$ cat config.mk
export PLATFORM = sky130hd
export DESIGN_NAME = crm_top
export DESIGN_NICKNAME = d
export VERILOG_FILES = /design/src/rtl/crm_pkg.sv /design/src/rtl/crm_sync.sv /design/src/rtl/crm_top.sv
export SDC_FILE = /design/constraint.sdc
export NUM_CORES = 1
export LEC_CHECK = 0
export BUFFER_PORTS_ARGS = -buffer_cell sky130_fd_sc_hd__buf_4
export CAP_MARGIN = 15
export CORE_MARGIN = 2
export CORE_UTILIZATION = 40
export DETAILED_ROUTE_END_ITERATION = 7
export PLACE_DENSITY = 0.57
export SLEW_MARGIN = 20
export SYNTH_ARGS = -nofsm -noshare
export SYNTH_HDL_FRONTEND = slang
export SYNTH_HIERARCHICAL = 1
export SYNTH_SLANG_ARGS = --single-unit
$ cat constraint.sdc
create_clock -name pclk -period 5.09 [get_ports pclk]
set_input_delay 1.018 -clock pclk [delete_from_list [all_inputs] [get_ports pclk]]
set_output_delay 1.018 -clock pclk [all_outputs]
set_load 0.02 [all_outputs]
$ cat src/rtl/crm_pkg.sv
// Constants and types for the control register bank
package crm_pkg;

   //------------------------------------------------------------
   // Register slots
   //------------------------------------------------------------
   localparam int NREG = 32;
   localparam logic [4:0] S_P0 = 5'h00;
   localparam logic [4:0] S_P1 = 5'h01;
   localparam logic [4:0] S_P3 = 5'h03;
   localparam logic [4:0] S_CTR8 = 5'h04;
   localparam logic [4:0] S_CTR16 = 5'h05;
   localparam logic [4:0] S_CTR3RD = 5'h06;
   localparam logic [4:0] S_TL8L = 5'h08;
   localparam logic [4:0] S_TL8H = 5'h09;
   localparam logic [4:0] S_TL16L = 5'h0a;
   localparam logic [4:0] S_TL16H = 5'h0b;
   localparam logic [4:0] S_CAP16L = 5'h0c;
   localparam logic [4:0] S_CAP16H = 5'h0d;
   localparam logic [4:0] S_CAP8L = 5'h0e;
   localparam logic [4:0] S_CAP8H = 5'h0f;
   localparam logic [4:0] S_DRIVE = 5'h11;
   localparam logic [4:0] S_IRQ = 5'h19;
   localparam logic [4:0] S_P1DIR = 5'h1f;

   //------------------------------------------------------------
   // Register index per slot (byte address is four times it)
   //------------------------------------------------------------
   localparam logic [9:0] REG_IDX [NREG] = '{
      10'h000, 10'h001, 10'h002, 10'h003, 10'h100, 10'h101, 10'h102,
      10'h103, 10'h104, 10'h105, 10'h106, 10'h107, 10'h108, 10'h109,
      10'h10a, 10'h10b, 10'h10c, 10'h200, 10'h20b, 10'h20d, 10'h20f,
      10'h0f6, 10'h0f7, 10'h0f8, 10'h0f9, 10'h0fa, 10'h0fb, 10'h0fc,
      10'h0fd, 10'h0fe, 10'h0ff, 10'h010};

   // Power-on values per slot
   localparam logic [7:0] REG_POR [NREG] = '{
      8'h00, 8'h00, 8'h00, 8'h00, 8'h00, 8'h00, 8'h00, 8'h1f,
      8'h00, 8'h00, 8'h00, 8'h00, 8'h00, 8'h00, 8'h00, 8'h00,
      8'h00, 8'hfe, 8'h20, 8'h00, 8'h0d, 8'hff, 8'h00, 8'hcf,
      8'h00, 8'h00, 8'h00, 8'h00, 8'h00, 8'h00, 8'h00, 8'h00};

   // Bits kept through stop-mode recovery
   localparam logic [7:0] REG_KEEP [NREG] = '{
      8'h00, 8'hff, 8'h00, 8'h00, 8'h3e, 8'h30, 8'h3c, 8'h20,
      8'hff, 8'hff, 8'hff, 8'hff, 8'hff, 8'hff, 8'hff, 8'hff,
      8'h00, 8'h00, 8'hfe, 8'hff, 8'h00, 8'hff, 8'hff, 8'h00,
      8'h00, 8'h00, 8'h00, 8'h00, 8'h00, 8'h00, 8'h00, 8'h00};

   //------------------------------------------------------------
   // Field positions and synchroniser width
   //------------------------------------------------------------
   localparam int DRIVE_PP_BIT = 1;
   localparam int CTR8_P34_BIT = 0;
   localparam int CTR8_TOUT_BIT = 5;
   localparam int CTR3RD_P35_BIT = 0;
   localparam int SYNC_W = 12;

   typedef struct packed {
      logic [NREG-1:0][7:0] regs;
      logic [7:0]           p1_out;
      logic [7:0]           p1_oe;
      logic [3:0]           p3_out;
      logic [2:0]           p3_prev;
      logic [31:0]          prdata;
      logic                 pready;
      logic                 pslverr;
   } crm_state_t;

endpackage : crm_pkg

$ cat src/rtl/crm_sync.sv
// Two-flop synchroniser for asynchronous pin inputs
module crm_sync #(
   parameter int W = 8
) (
   // Clock and reset
   input  wire logic         pclk,
   input  wire logic         presetn,
   // Pins in, synchronised out
   input  wire logic [W-1:0] d,
   output logic      [W-1:0] q
);

   logic [W-1:0] meta;

   always_ff @(posedge pclk or negedge presetn) begin
      if (!presetn) begin
         meta <= '0;
         q    <= '0;
      end else begin
         meta <= d;
         q    <= meta;
      end
   end

endmodule : crm_sync

$ cat src/rtl/crm_top.sv
// Control register bank with port one and port three pin logic
module crm_top
   import crm_pkg::*;
(
   // APB slave
   input  wire logic        pclk,
   input  wire logic        presetn,
   input  wire logic        psel,
   input  wire logic        penable,
   input  wire logic        pwrite,
   input  wire logic [11:0] paddr,
   input  wire logic [31:0] pwdata,
   input  wire logic [3:0]  pstrb,
   output logic      [31:0] prdata,
   output logic             pready,
   output logic             pslverr,
   // Stop-mode recovery event
   input  wire logic        smr_event,
   // Timer events and capture data
   input  wire logic        t8_timeout,
   input  wire logic        t8_out,
   input  wire logic        t16_out,
   input  wire logic        cap8_hi_load,
   input  wire logic        cap8_lo_load,
   input  wire logic [7:0]  cap8_value,
   input  wire logic        cap16_load,
   input  wire logic [15:0] cap16_value,
   // Timer configuration out
   output logic      [7:0]  timer8_ctrl,
   output logic      [7:0]  timer16_ctrl,
   output logic      [15:0] timer8_load,
   output logic      [15:0] timer16_load,
   // Port one pins
   input  wire logic [7:0]  p1_in,
   output logic      [7:0]  p1_out,
   output logic      [7:0]  p1_oe,
   // Port three pins
   input  wire logic [3:0]  p3_in,
   output logic      [3:0]  p3_out
);

   //------------------------------------------------------------
   // Helpers
   //------------------------------------------------------------
   // Map a byte address to {miss, slot}
   function automatic logic [5:0] slot_of(input logic [11:0] a);
      logic [5:0] r;
      r = 6'h20;
      for (int i = 0; i < NREG; i++) begin
         if (a[1:0] == 2'h0 && a[11:2] == REG_IDX[i]) begin
            r = {1'b0, 5'(i)};
         end
      end
      return r;
   endfunction : slot_of

   function automatic crm_state_t por_state();
      crm_state_t s;
      s = '0;
      for (int i = 0; i < NREG; i++) begin
         s.regs[i] = REG_POR[i];
      end
      return s;
   endfunction : por_state

   localparam crm_state_t ST_POR = por_state();

   //------------------------------------------------------------
   // Pin synchronisers
   //------------------------------------------------------------
   logic [SYNC_W-1:0] pins_sync;
   logic [7:0]        p1_pin;
   logic [3:0]        p3_pin;

   crm_sync #(
      .W (SYNC_W)
   ) u_sync (
      .pclk    (pclk),
      .presetn (presetn),
      .d       ({p3_in, p1_in}),
      .q       (pins_sync)
   );

   assign p1_pin = pins_sync[7:0];
   assign p3_pin = pins_sync[11:8];

   //------------------------------------------------------------
   // State
   //------------------------------------------------------------
   crm_state_t st;
   crm_state_t next_st;

   logic [5:0] dec;
   logic       hit;
   logic [4:0] slot;
   logic       done;
   logic       wr_go;
   logic [7:0] wbyte;
   logic [7:0] rbyte;
   logic       push_pull;
   logic [7:0] dir;
   logic [7:0] cur;

   always_comb begin
      next_st = st;
      dec     = slot_of(paddr);
      hit     = ~dec[5];
      slot    = dec[4:0];
      wbyte   = pwdata[7:0];
      done    = psel & penable & st.pready;
      wr_go   = done & pwrite & pstrb[0] & ~st.pslverr;
      cur     = st.regs[slot];

      // Read value, port data mixes in pin levels
      rbyte = cur;
      if (slot == S_P1) begin
         rbyte = (cur & st.regs[S_P1DIR]) | (p1_pin & ~st.regs[S_P1DIR]);
      end else if (slot == S_P3) begin
         rbyte = {cur[7:4], p3_pin};
      end

      //---------------------------------------------------------
      // Bus handshake: setup arms a registered answer
      //---------------------------------------------------------
      if (done) begin
         next_st.pready  = 1'b0;
         next_st.pslverr = 1'b0;
      end else if (psel && !penable) begin
         next_st.pready  = 1'b1;
         next_st.pslverr = ~hit;
         next_st.prdata  = hit ? {24'h0, rbyte} : 32'h0;
      end

      //---------------------------------------------------------
      // Software writes
      //---------------------------------------------------------
      if (wr_go) begin
         case (slot)
            S_CAP8L, S_CAP8H, S_CAP16L, S_CAP16H: begin
               next_st.regs[slot] = cur;
            end
            S_CTR8: begin
               // Timeout status clears by writing one
               next_st.regs[S_CTR8] = wbyte;
               next_st.regs[S_CTR8][CTR8_TOUT_BIT] =
                  cur[CTR8_TOUT_BIT] & ~wbyte[CTR8_TOUT_BIT];
            end
            S_P1DIR: begin
               next_st.regs[S_P1DIR] = wbyte;
            end
            default: begin
               next_st.regs[slot] = wbyte;
            end
         endcase
      end

      //---------------------------------------------------------
      // Stop-mode recovery: keep flagged bits, rest to power-on
      //---------------------------------------------------------
      if (smr_event) begin
         for (int i = 0; i < NREG; i++) begin
            next_st.regs[i] = (next_st.regs[i] & REG_KEEP[i])
                            | (REG_POR[i] & ~REG_KEEP[i]);
         end
         // Port one direction register clears, no pin driven
         next_st.regs[S_P1DIR] = 8'h00;
      end

      //---------------------------------------------------------
      // Hardware events win over clears in the same cycle
      //---------------------------------------------------------
      if (t8_timeout) begin
         next_st.regs[S_CTR8][CTR8_TOUT_BIT] = 1'b1;
      end
      for (int i = 0; i < 3; i++) begin
         // Falling edge on input pins one to three
         if (st.p3_prev[i] && !p3_pin[i+1]) begin
            next_st.regs[S_IRQ][i] = 1'b1;
         end
      end
      next_st.p3_prev = p3_pin[3:1];
      if (cap8_hi_load) begin
         next_st.regs[S_CAP8H] = cap8_value;
      end
      if (cap8_lo_load) begin
         next_st.regs[S_CAP8L] = cap8_value;
      end
      if (cap16_load) begin
         next_st.regs[S_CAP16H] = cap16_value[15:8];
         next_st.regs[S_CAP16L] = cap16_value[7:0];
      end

      //---------------------------------------------------------
      // Port one drivers
      //---------------------------------------------------------
      push_pull = next_st.regs[S_DRIVE][DRIVE_PP_BIT];
      dir       = next_st.regs[S_P1DIR];
      if (push_pull) begin
         next_st.p1_out = next_st.regs[S_P1];
         next_st.p1_oe  = dir;
      end else begin
         next_st.p1_out = 8'h00;
         next_st.p1_oe  = dir & ~next_st.regs[S_P1];
      end

      //---------------------------------------------------------
      // Port three fixed push-pull outputs
      //---------------------------------------------------------
      next_st.p3_out[0] = next_st.regs[S_CTR8][CTR8_P34_BIT]
                        ? t8_out : next_st.regs[S_P3][4];
      next_st.p3_out[1] = next_st.regs[S_CTR3RD][CTR3RD_P35_BIT]
                        ? t16_out : next_st.regs[S_P3][5];
      next_st.p3_out[3:2] = next_st.regs[S_P3][7:6];
   end

   always_ff @(posedge pclk or negedge presetn) begin
      if (!presetn) begin
         st <= ST_POR;
      end else begin
         st <= next_st;
      end
   end

   //------------------------------------------------------------
   // Outputs
   //------------------------------------------------------------
   assign prdata       = st.prdata;
   assign pready       = st.pready;
   assign pslverr      = st.pslverr;
   assign p1_out       = st.p1_out;
   assign p1_oe        = st.p1_oe;
   assign p3_out       = st.p3_out;
   assign timer8_ctrl  = st.regs[S_CTR8];
   assign timer16_ctrl = st.regs[S_CTR16];
   assign timer8_load  = {st.regs[S_TL8H], st.regs[S_TL8L]};
   assign timer16_load = {st.regs[S_TL16H], st.regs[S_TL16L]};

endmodule : crm_top

# == Word level (Yosys, flattened, before mapping) ==
# Cells that the tools add are included.
# totals
regBits,313
out_inout_bits,102
word_cells,227
# op_classes
order_cmp,2
n_eq_ne,44
mux,59
bitwise_logic,15
reduce_logical,56
# ops
cell,count
256-bit bitwise mux,2
256-bit 2-to-1 mux,2
208-bit case mux with 2 select lines,1
6-bit 2-to-1 mux,32
10-bit by 9-bit == test with 1-bit output (second input constant),13
10-bit by 8-bit == test with 1-bit output (second input constant),10
32-bit case mux with 2 select lines,1
8-bit 2-to-1 mux,6
8-bit case mux with 3 select lines,2
8-bit binary-select mux with 5-bit select,1
8-bit demux with 5-bit select,1
10-bit == test (second input constant),4
1-bit logical AND,37
16-bit 2-to-1 mux,2
8-bit bitwise AND,3
10-bit by 2-bit == test with 1-bit output (second input constant),2
5-bit by 4-bit == test with 1-bit output (second input constant),4
8-bit NOT,2
2-bit AND reduction,6
10-bit by 1-bit == test with 1-bit output (second input constant),1
10-bit by 5-bit == test with 1-bit output (second input constant),1
10-bit logical NOT,1
3-bit by 1-bit inequality test with 1-bit output (second input constant),3
3-bit nonzero test,3
other kinds (19),36

# == Longest topological paths before layout ==
# Gate-level depths: netlist of run 1.
# logic_depth
depth_word,45
ltp_mapped,15
ltp_nobuf,10

# == Cells and area by module ==
# Netlist of run 1, hierarchy kept.
# by_module_without_submodules
module,n_inst,cells_each,area_per_inst_um2
crm_top,1,1664,15061.9
crm_sync,1,24,600.6

# == Least setup slack after synthesis of run 1 ==
# OpenSTA, ideal clock, no wires.
# synth_path
path_type,input -> register
start,input paddr[10]
end,"register st, in the netlist prdata[2]"
t_arrival_ns,3.772
t_required_ns,4.986
slack_ns,1.215
stages,12
n_path_buf,2
path_cell_list,clkbuf_1 -> or3b_2 -> a2111oi_0 -> a211o_2 -> nor2_1 -> buf_2 -> mux2i_1 -> mux2i_1 -> a22oi_1 -> a2111oi_2 -> nor3_1 -> o41ai_2
# synth_via
elab_chain_cells,39
elab_cells_between_ends,105
# synth_lines
item,line_no,text
"start, declared",crm_top.sv:11,"input wire logic [11:0] paddr,"
10-bit by 1-bit == test with 1-bit output,crm_top.sv:50,if (a[1:0] == 2'h0 && a[11:2] == REG_IDX[i]) begin
1-bit logical AND,crm_top.sv:50,
6-bit 2-to-1 mux (30 in a row),crm_top.sv:50,
6-bit 2-to-1 mux (*),crm_top.sv:50,
8-bit binary-select mux with 5-bit select,crm_top.sv:112,cur = st.regs[slot];
8-bit 2-to-1 mux (not written as such),crm_top.sv:112,
8-bit bitwise AND,crm_top.sv:117,rbyte = (cur & st.regs[S_P1DIR]) | (p1_pin & ~st.regs[S_P1DIR]);
8-bit OR,crm_top.sv:117,
8-bit 2-to-1 mux,crm_top.sv:116,if (slot == S_P1) begin
8-bit 2-to-1 mux (*),crm_top.sv:131,"next_st.prdata = hit ? {24'h0, rbyte} : 32'h0;"
"end signal, assigned",crm_top.sv:220,st <= next_st;
"end, declared",crm_top.sv:90,crm_state_t st;
# Mark *: on every way between the ends. The rest lies on a longest branch, timed or not. The select of a mux whose other input is x is not followed.
# A chain may end at the register's enable or synchronous reset.

# == Worst setup path in the final report of run 1 ==
# layout_path
start,input paddr[9]
end,"register st, in the netlist prdata[3]"
# The elaborated chain is that of the path after synthesis.

==> summary.txt, run 1 <==
most used cell, CP = buf_4
Worst-Skew Late Latency = 0.58 ns
post-route cell area = 0.0187 mm²
required time of the critical path = 5.56 ns
Fmax = 233 MHz
post-route ant nets = 0
Setup-failing EPs final = 0
Synth Area in Adders = 0%
global route overflow = 0
CP max stage cell = or4_1
pre-CTS WS = 0.346 ns
share of layout cells above drive strength 1 = 23.3%
CTS tree = built
total CTS buffers = 37
total iterations of the first detailed-routing run = 5
Initial Utilization = 40.5%
Syn Area/Cell = 9.28 µm²
Netlist Area Pre-Place = 0.0157 mm²
die area = 0.0408 mm²
Startpoint Class = primary input
Synth area leader = dfrtp_1
CP top delay family = simple AND/OR/NAND/NOR gates
HPWL after DPL = 47000 µm
Placer Congestion = 1.01
global-route usage over all layers = 31.4%
Seq/Total Area, Yosys = 49.9%
cts hold-fix bufs = 0
PD cells = 303 mW/mm²
RSZ-0062 raised after global routing = no
largest net degree at the start of global routing = 105
Post-synth top flop = dfrtp_1
register-to-register setup slack = 1.91 ns
Max-Cap Viols = 0
Yosys cell types = 77
# port buffers = 146
DRC Markers = 0
xor-xnor portion of the synthesized cell area = 0.112%
via count = 13767
WP buf/inv = 5
Top Metal Used = met4
Layout Nets = 1932
CP max stage delay = 0.67 ns
total power after layout = 5680 µW
Peak VDD IR = 0.192 mV
Root Buffer = clkbuf_16
CORE AREA = 0.0386 mm²
Final Cycle Share = 84.3%
largest family of logic cells by synthesized area = simple AND/OR/NAND/NOR gates
Worst setup startpoint = paddr[9]
Pleak = 0.00833 µW
asr flop ratio synth = 100%
CTS resizes = 0
Synth top cells by count = nand2_1, dfrtp_1, o21ai_0
first-pass GRT wire length = 93300 µm
Routed met2 length = 27700 µm
yosys warns = 6
#FFs+latches synth = 311
WL/cell = 26.9 µm
Die H = 202 µm
I/O pin count = 198
endpoint class of the critical path = flop
post-CTS setup buffers = 0
DR vias/cell = 5.78
most frequent cell after synthesis = nand2_1
Post-synth EDFFs = 0
Levels on crit path = 13
endpoints failing hold = 0
hold_ws = 0.350 ns
fillcell total = 3712
number of core rows = 72
met1 WL = 28600 µm
Tightest Hold Check Type = reg2reg
area occupied by registers = 0.00782 mm²
Syn Inst Count = 1688
Slew Limit Headroom = 33.2%
via count of the first global-routing pass = 13323
multi-input logic area = 0.00674 mm²
FF-to-FF End = timer16_load[3]
Final min period = 4.29 ns
Reg-to-Reg Start = pready
initial antenna violation count = 1
Placed Area = 0.0175 mm²
crit-path cells = buf_4 -> or4_1 -> buf_4 -> nor4_1 -> o21ai_0 -> nand3_1 -> buf_12 -> buf_4 -> nand3_1 -> o21ai_0 -> nor3b_1 -> buf_4 -> o41ai_1
clk buf depth = 3
die width = 202 µm
Synth Area in Simple Gates = 18.9%
final WL = 64000 µm
Worst-Margin Slew = 1.00 ns
Clock Skew = 0.0247 ns
Worst Setup EP = prdata[3]
post-synthesis mux area share = 8.04%
R2R depth = 8
clk sinks = 311
met3 wire length = 4840 µm
H-tree depth = 2
Setup Crit Path Kind = in2reg
Iter 0 DRT Violations = 1557
complex-gate fraction of the synthesized area = 15.3%
final setup TNS = 0 ns
worst setup margin = 0.800 ns
layout overhead on the synthesized area = 19.6%
CP max FO = 19
share of the synthesized area in the top cell type = 44.9%
run status = complete, no violations
fin. max-slew vios = 0
synth top area cells = dfrtp_1, nand2_1, o21ai_0
Critical Path AT = 4.76 ns
Clock Pin Slew Worst Setup and Hold Paths = 0.06 ns
Diodes inserted = 0
## cells by family after synthesis
kind of cell,count (synthesis)
and+or+nand+nor,665
AOI/OAI and AO/OA,389
DFF,311
buffers and inverters,201
muxes,119
xor gates and xnor gates,2
other,1
## worst reg2reg max path, cell delays in order (launching register included)
cell	delay [ns]
dfrtp_1	0.36
nand2_1	0.08
nor3b_1	0.17
nand3_1	0.27
buf_4	0.31
nand2b_1	0.36
nor3_1	0.63
nand2_1	0.54
o21ai_0	0.34
## worst min path at each step
| stage | from | endpoint | depth (start not counted) |
|---|---|---|---|
| 2_1_floorplan | u_sync/meta[0] | u_sync/q[0] | 0 |
| 3_3_place_gp | u_sync/meta[8] | u_sync/q[8] | 0 |
| 3_5_place_dp | u_sync/meta[3] | u_sync/q[3] | 0 |
| 4_1_cts | u_sync/meta[7] | u_sync/q[7] | 0 |
| 5_1_grt | u_sync/meta[7] | u_sync/q[7] | 0 |
| 6_report | u_sync/meta[7] | u_sync/q[7] | 0 |
## routing by layer
| metal | GRT usage (%) | vias to the layer above |
|---|---|---|
| met5 | 0 | - |
| li1 | - | 6091 |
| met4 | 13.6 | 0 |
| met3 | 4.97 | 144 |
| met2 | 46.6 | 629 |
| met1 | 45.4 | 6903 |
## state kept, by name, indices dropped and copies added (netlist names), 3 cells and up
| name | cells |
|---|---|
| st | 210 |
| u_sync/q | 12 |
| p1_oe | 8 |
| timer16_load | 16 |
| p3_out | 3 |
| prdata | 8 |
| timer8_load | 16 |
| p1_out | 8 |
| timer8_ctrl | 8 |
| timer16_ctrl | 8 |
| u_sync/meta | 12 |
## per-stage QoR
stage	util (%)	instances
3_5_place_dp	45.2	2315
6_report	48.5	2382
3_3_place_gp	45.2	2315
2_1_floorplan	-	1711
5_1_grt	48.5	2382
4_1_cts	48.5	2382
## power breakdown
part           internal [µW]  switching [µW]  total (µW)  leakage (µW)
Clock                   1670            1110        2780      0.000622
Combinational            112             245         357       0.00362
Sequential              2520            21.0        2540       0.00409
## layout make-up
cell class	count	share of cell area, %
clock buffers	53	5.70
clock inverters	14	1.10
inverters	9	0.180
multi-input cells	1199	36.0
flip-flops and latches	311	41.7
well taps	518	3.46
repair buffers	278	11.8
## layout by cell type (no fill, tap or decap), types with 10 or more instances in the layout
| cell type | n |
|---|---|
| a211o_1 | 15 |
| a211oi_1 | 25 |
| a21oi_1 | 57 |
| a22oi_1 | 11 |
| a31oi_1 | 11 |
| and2_1 | 10 |
| and3_1 | 11 |
| buf_12 | 10 |
| buf_4 | 267 |
| clkbuf_16 | 38 |
| conb_1 | 24 |
| dfrtp_1 | 281 |
| dfstp_2 | 30 |
| mux2_2 | 44 |
| mux2i_1 | 74 |
| nand2_1 | 333 |
| nand2b_1 | 10 |
| nand3_1 | 69 |
| nand4_1 | 10 |
| nor2_1 | 115 |
| nor2b_1 | 13 |
| nor3_1 | 38 |
| nor4_1 | 14 |
| o21ai_0 | 182 |
| o22ai_1 | 14 |
No activity file was read; power rests on OpenSTA's default activity.
==> inputs of run 2 (changes only) <==
--- a/config.mk
+++ b/config.mk
@@ -10,7 +10,7 @@
 export CORE_MARGIN = 2
 export CORE_UTILIZATION = 40
 export DETAILED_ROUTE_END_ITERATION = 7
-export PLACE_DENSITY = 0.57
+export PLACE_DENSITY = 0.59
 export SLEW_MARGIN = 20
 export SYNTH_ARGS = -nofsm -noshare
 export SYNTH_HDL_FRONTEND = slang
==> constraint.sdc (replaced) <==
create_clock -name pclk -period 3.84 [get_ports pclk]
set_input_delay 0.768 -clock pclk [delete_from_list [all_inputs] [get_ports pclk]]
set_output_delay 0.768 -clock pclk [all_outputs]
set_load 0.02 [all_outputs]
==> summary.txt, run 2 (synthesis results as in run 1) <==
DRC Markers = 0 (unchanged)
CTS tree = built
HPWL after DPL = 51700 µm (+10%)
Fmax = 264 MHz
clk buf depth = 3 (unchanged)
DR vias/cell = 5.66 (-2.1%)
required time of the critical path = 4.29 ns (-1.27 ns)
hold_ws = 0.197 ns (-0.152 ns)
Iter 0 DRT Violations = 1382 (-11%)
post-CTS setup buffers = 0 (unchanged)
final WL = 66900 µm (+4.6%)
max reg flops = 210 (unchanged)
Setup Crit Path Kind = in2reg
global route overflow = 0 (unchanged)
Routed met2 length = 28900 µm (+4.3%)
# port buffers = 146 (unchanged)
initial antenna violation count = 2 (+1)
Startpoint Class = primary input
clk sinks = 311 (unchanged)
post-route ant nets = 0 (unchanged)
WP buf/inv = 4 (-1)
Die H = 202 µm (unchanged)
Placer Congestion = 1.03 (+1.9%)
Worst-Margin Slew = 0.947 ns (-0.0536 ns)
commonest non-fill, non-tap cell in the layout = buf_4
via count of the first global-routing pass = 13941 (+4.6%)
Largest Register = st
total CTS buffers = 37 (unchanged)
Clock Pin Slew Worst Setup and Hold Paths = 0.06 ns (about the same)
layout overhead on the synthesized area = 29.2%
via count = 14410 (+4.7%)
Final Cycle Share = 98.8%
Root Buffer = clkbuf_16
met3 wire length = 5800 µm (+20%)
WL/cell = 26.3 µm (-2.1%)
PD cells = 388 mW/mm² (+28%)
first-pass GRT wire length = 97200 µm (+4.1%)
global-route usage over all layers = 32.9% (+1.5 points)
met1 WL = 29300 µm (+2.6%)
Critical Path AT = 4.24 ns (-0.52 ns)
most used cell, CP = buf_4
Slew Limit Headroom = 36.4% (+3.2 points)
Top Metal Used = met4
CP max FO = 8 (-11)
run status = complete, no violations
Clock Skew = 0.0203 ns (-0.00436 ns)
Initial Utilization = 40.5% (unchanged)
Final Non-Filler Cells = 2547 (+6.9%)
H-tree depth = 2 (unchanged)
Peak VDD IR = 0.302 mV (+57%)
Worst-Skew Late Latency = 0.56 ns (-0.02 ns)
CORE AREA = 0.0386 mm² (unchanged)
RSZ-0062 raised after global routing = yes
cts hold-fix bufs = 0 (unchanged)
commonest cells after routing, fill and taps aside = buf_4, nand2_1, dfrtp_1, o21ai_0, nor2_1
Cell Count Post-Placement = 2479 (+7.1%)
die width = 202 µm (unchanged)
CP max stage delay = 0.58 ns (-0.09 ns)
Setup-failing EPs final = 0 (unchanged)
number of core rows = 72 (unchanged)
I/O pin count = 198 (unchanged)
CP top delay family = simple AND/OR/NAND/NOR gates
Tightest Hold Check Type = in2async
fin. max-slew vios = 0 (unchanged)
crit-path cells = buf_4 -> or4_1 -> buf_4 -> nor4b_1 -> a22o_1 -> buf_4 -> or2_2 -> a2111oi_0 -> a211o_1 -> or2_1 -> o22ai_2 -> nor3b_1 -> buf_4 -> o41ai_1
endpoint class of the critical path = flop
Max-Cap Viols = 0 (unchanged)
endpoints failing hold = 0 (unchanged)
Layout Nets = 2096 (+8.5%)
largest net degree at the start of global routing = 91 (-13%)
CP max stage cell = or4_1
die area = 0.0408 mm² (unchanged)
share of layout cells above drive strength 1 = 30.1% (+6.8 points)
Pleak = 0.00923 µW (+11%)
total iterations of the first detailed-routing run = 6 (+1)
Final min period = 3.79 ns
## run 2: cell types whose count changed in the layout (fill, tap and decap cells not counted), sizes merged
cell,delta
inv,+1
clkbuf,-8
bufinv,+5
diode,+2
clkinv,+1
buf,+164
## run 2: through the flow
step	setup WS (ns)	TNS [ns]	instance area (µm²)	util (%)	power, µW
after CTS	0.0276	0	20200	52.3	7880
after detailed placement	-0.688	-6.41	18800	48.7	3950
final	0.0452	0	20200	52.4	7850
after floorplan	0.215	0	15700	-	3610
after global routing	-0.0223	-0.0223	20200	52.4	8060
after global placement	-0.740	-7.52	18800	48.7	3950
## run 2: final cells by class
class / instances / area, µm²
sequential: 311 / 7820
inverter: 9 / 33.8
multi-input combinational: 1199 / 6800
fill: 3587 / 18400
timing repair buffer: 442 / 3590
antenna: 2 / 5.00
tap: 518 / 648
clock buffer: 45 / 997
clock inverter: 21 / 355
## run 2: what timing repair did
item                       in CTS  in global routing
pin swaps                       0                  0
setup endpoints to repair       3                  5
resized for setup               4                 12
## run 2: worst paths after layout
check / slack, ns / end / cells after the start / startpoint
max: 0.05 / prdata[3] / 14 / paddr[9]
max reg2reg: 1.13 / st[106] / 10 / pready
min reg2reg: 0.35 / u_sync/q[10] / 0 / u_sync/meta[10]
min: 0.20 / p1_out[5] / 1 / presetn
min in group pclk: 0.31 / u_sync/meta[7] / 1 / p1_in[7]
max in group asynchronous: 2.62 / st[194] / 2 / presetn
## run 2: power by group
part | leakage [µW] | switching [µW] | internal (µW)
clock network | 0.000663 | 1470 | 2470
registers | 0.00409 | 33.0 | 3330
logic | 0.00448 | 341 | 196
## run 2: layer usage
layer / up-vias / GRT usage (%)
met5: - / 0
met4: 0 / 14.0
met3: 143 / 8.01
met2: 654 / 48.3
met1: 7178 / 46.4
li1: 6435 / -
## run 2: worst reg2reg max path, delay by kind of cell (launching register included)
kind,cells,cell delay [ns]
buf+inv,1,0.22
flops,1,0.37
compound gates,1,0.07
simple gates,8,1.92
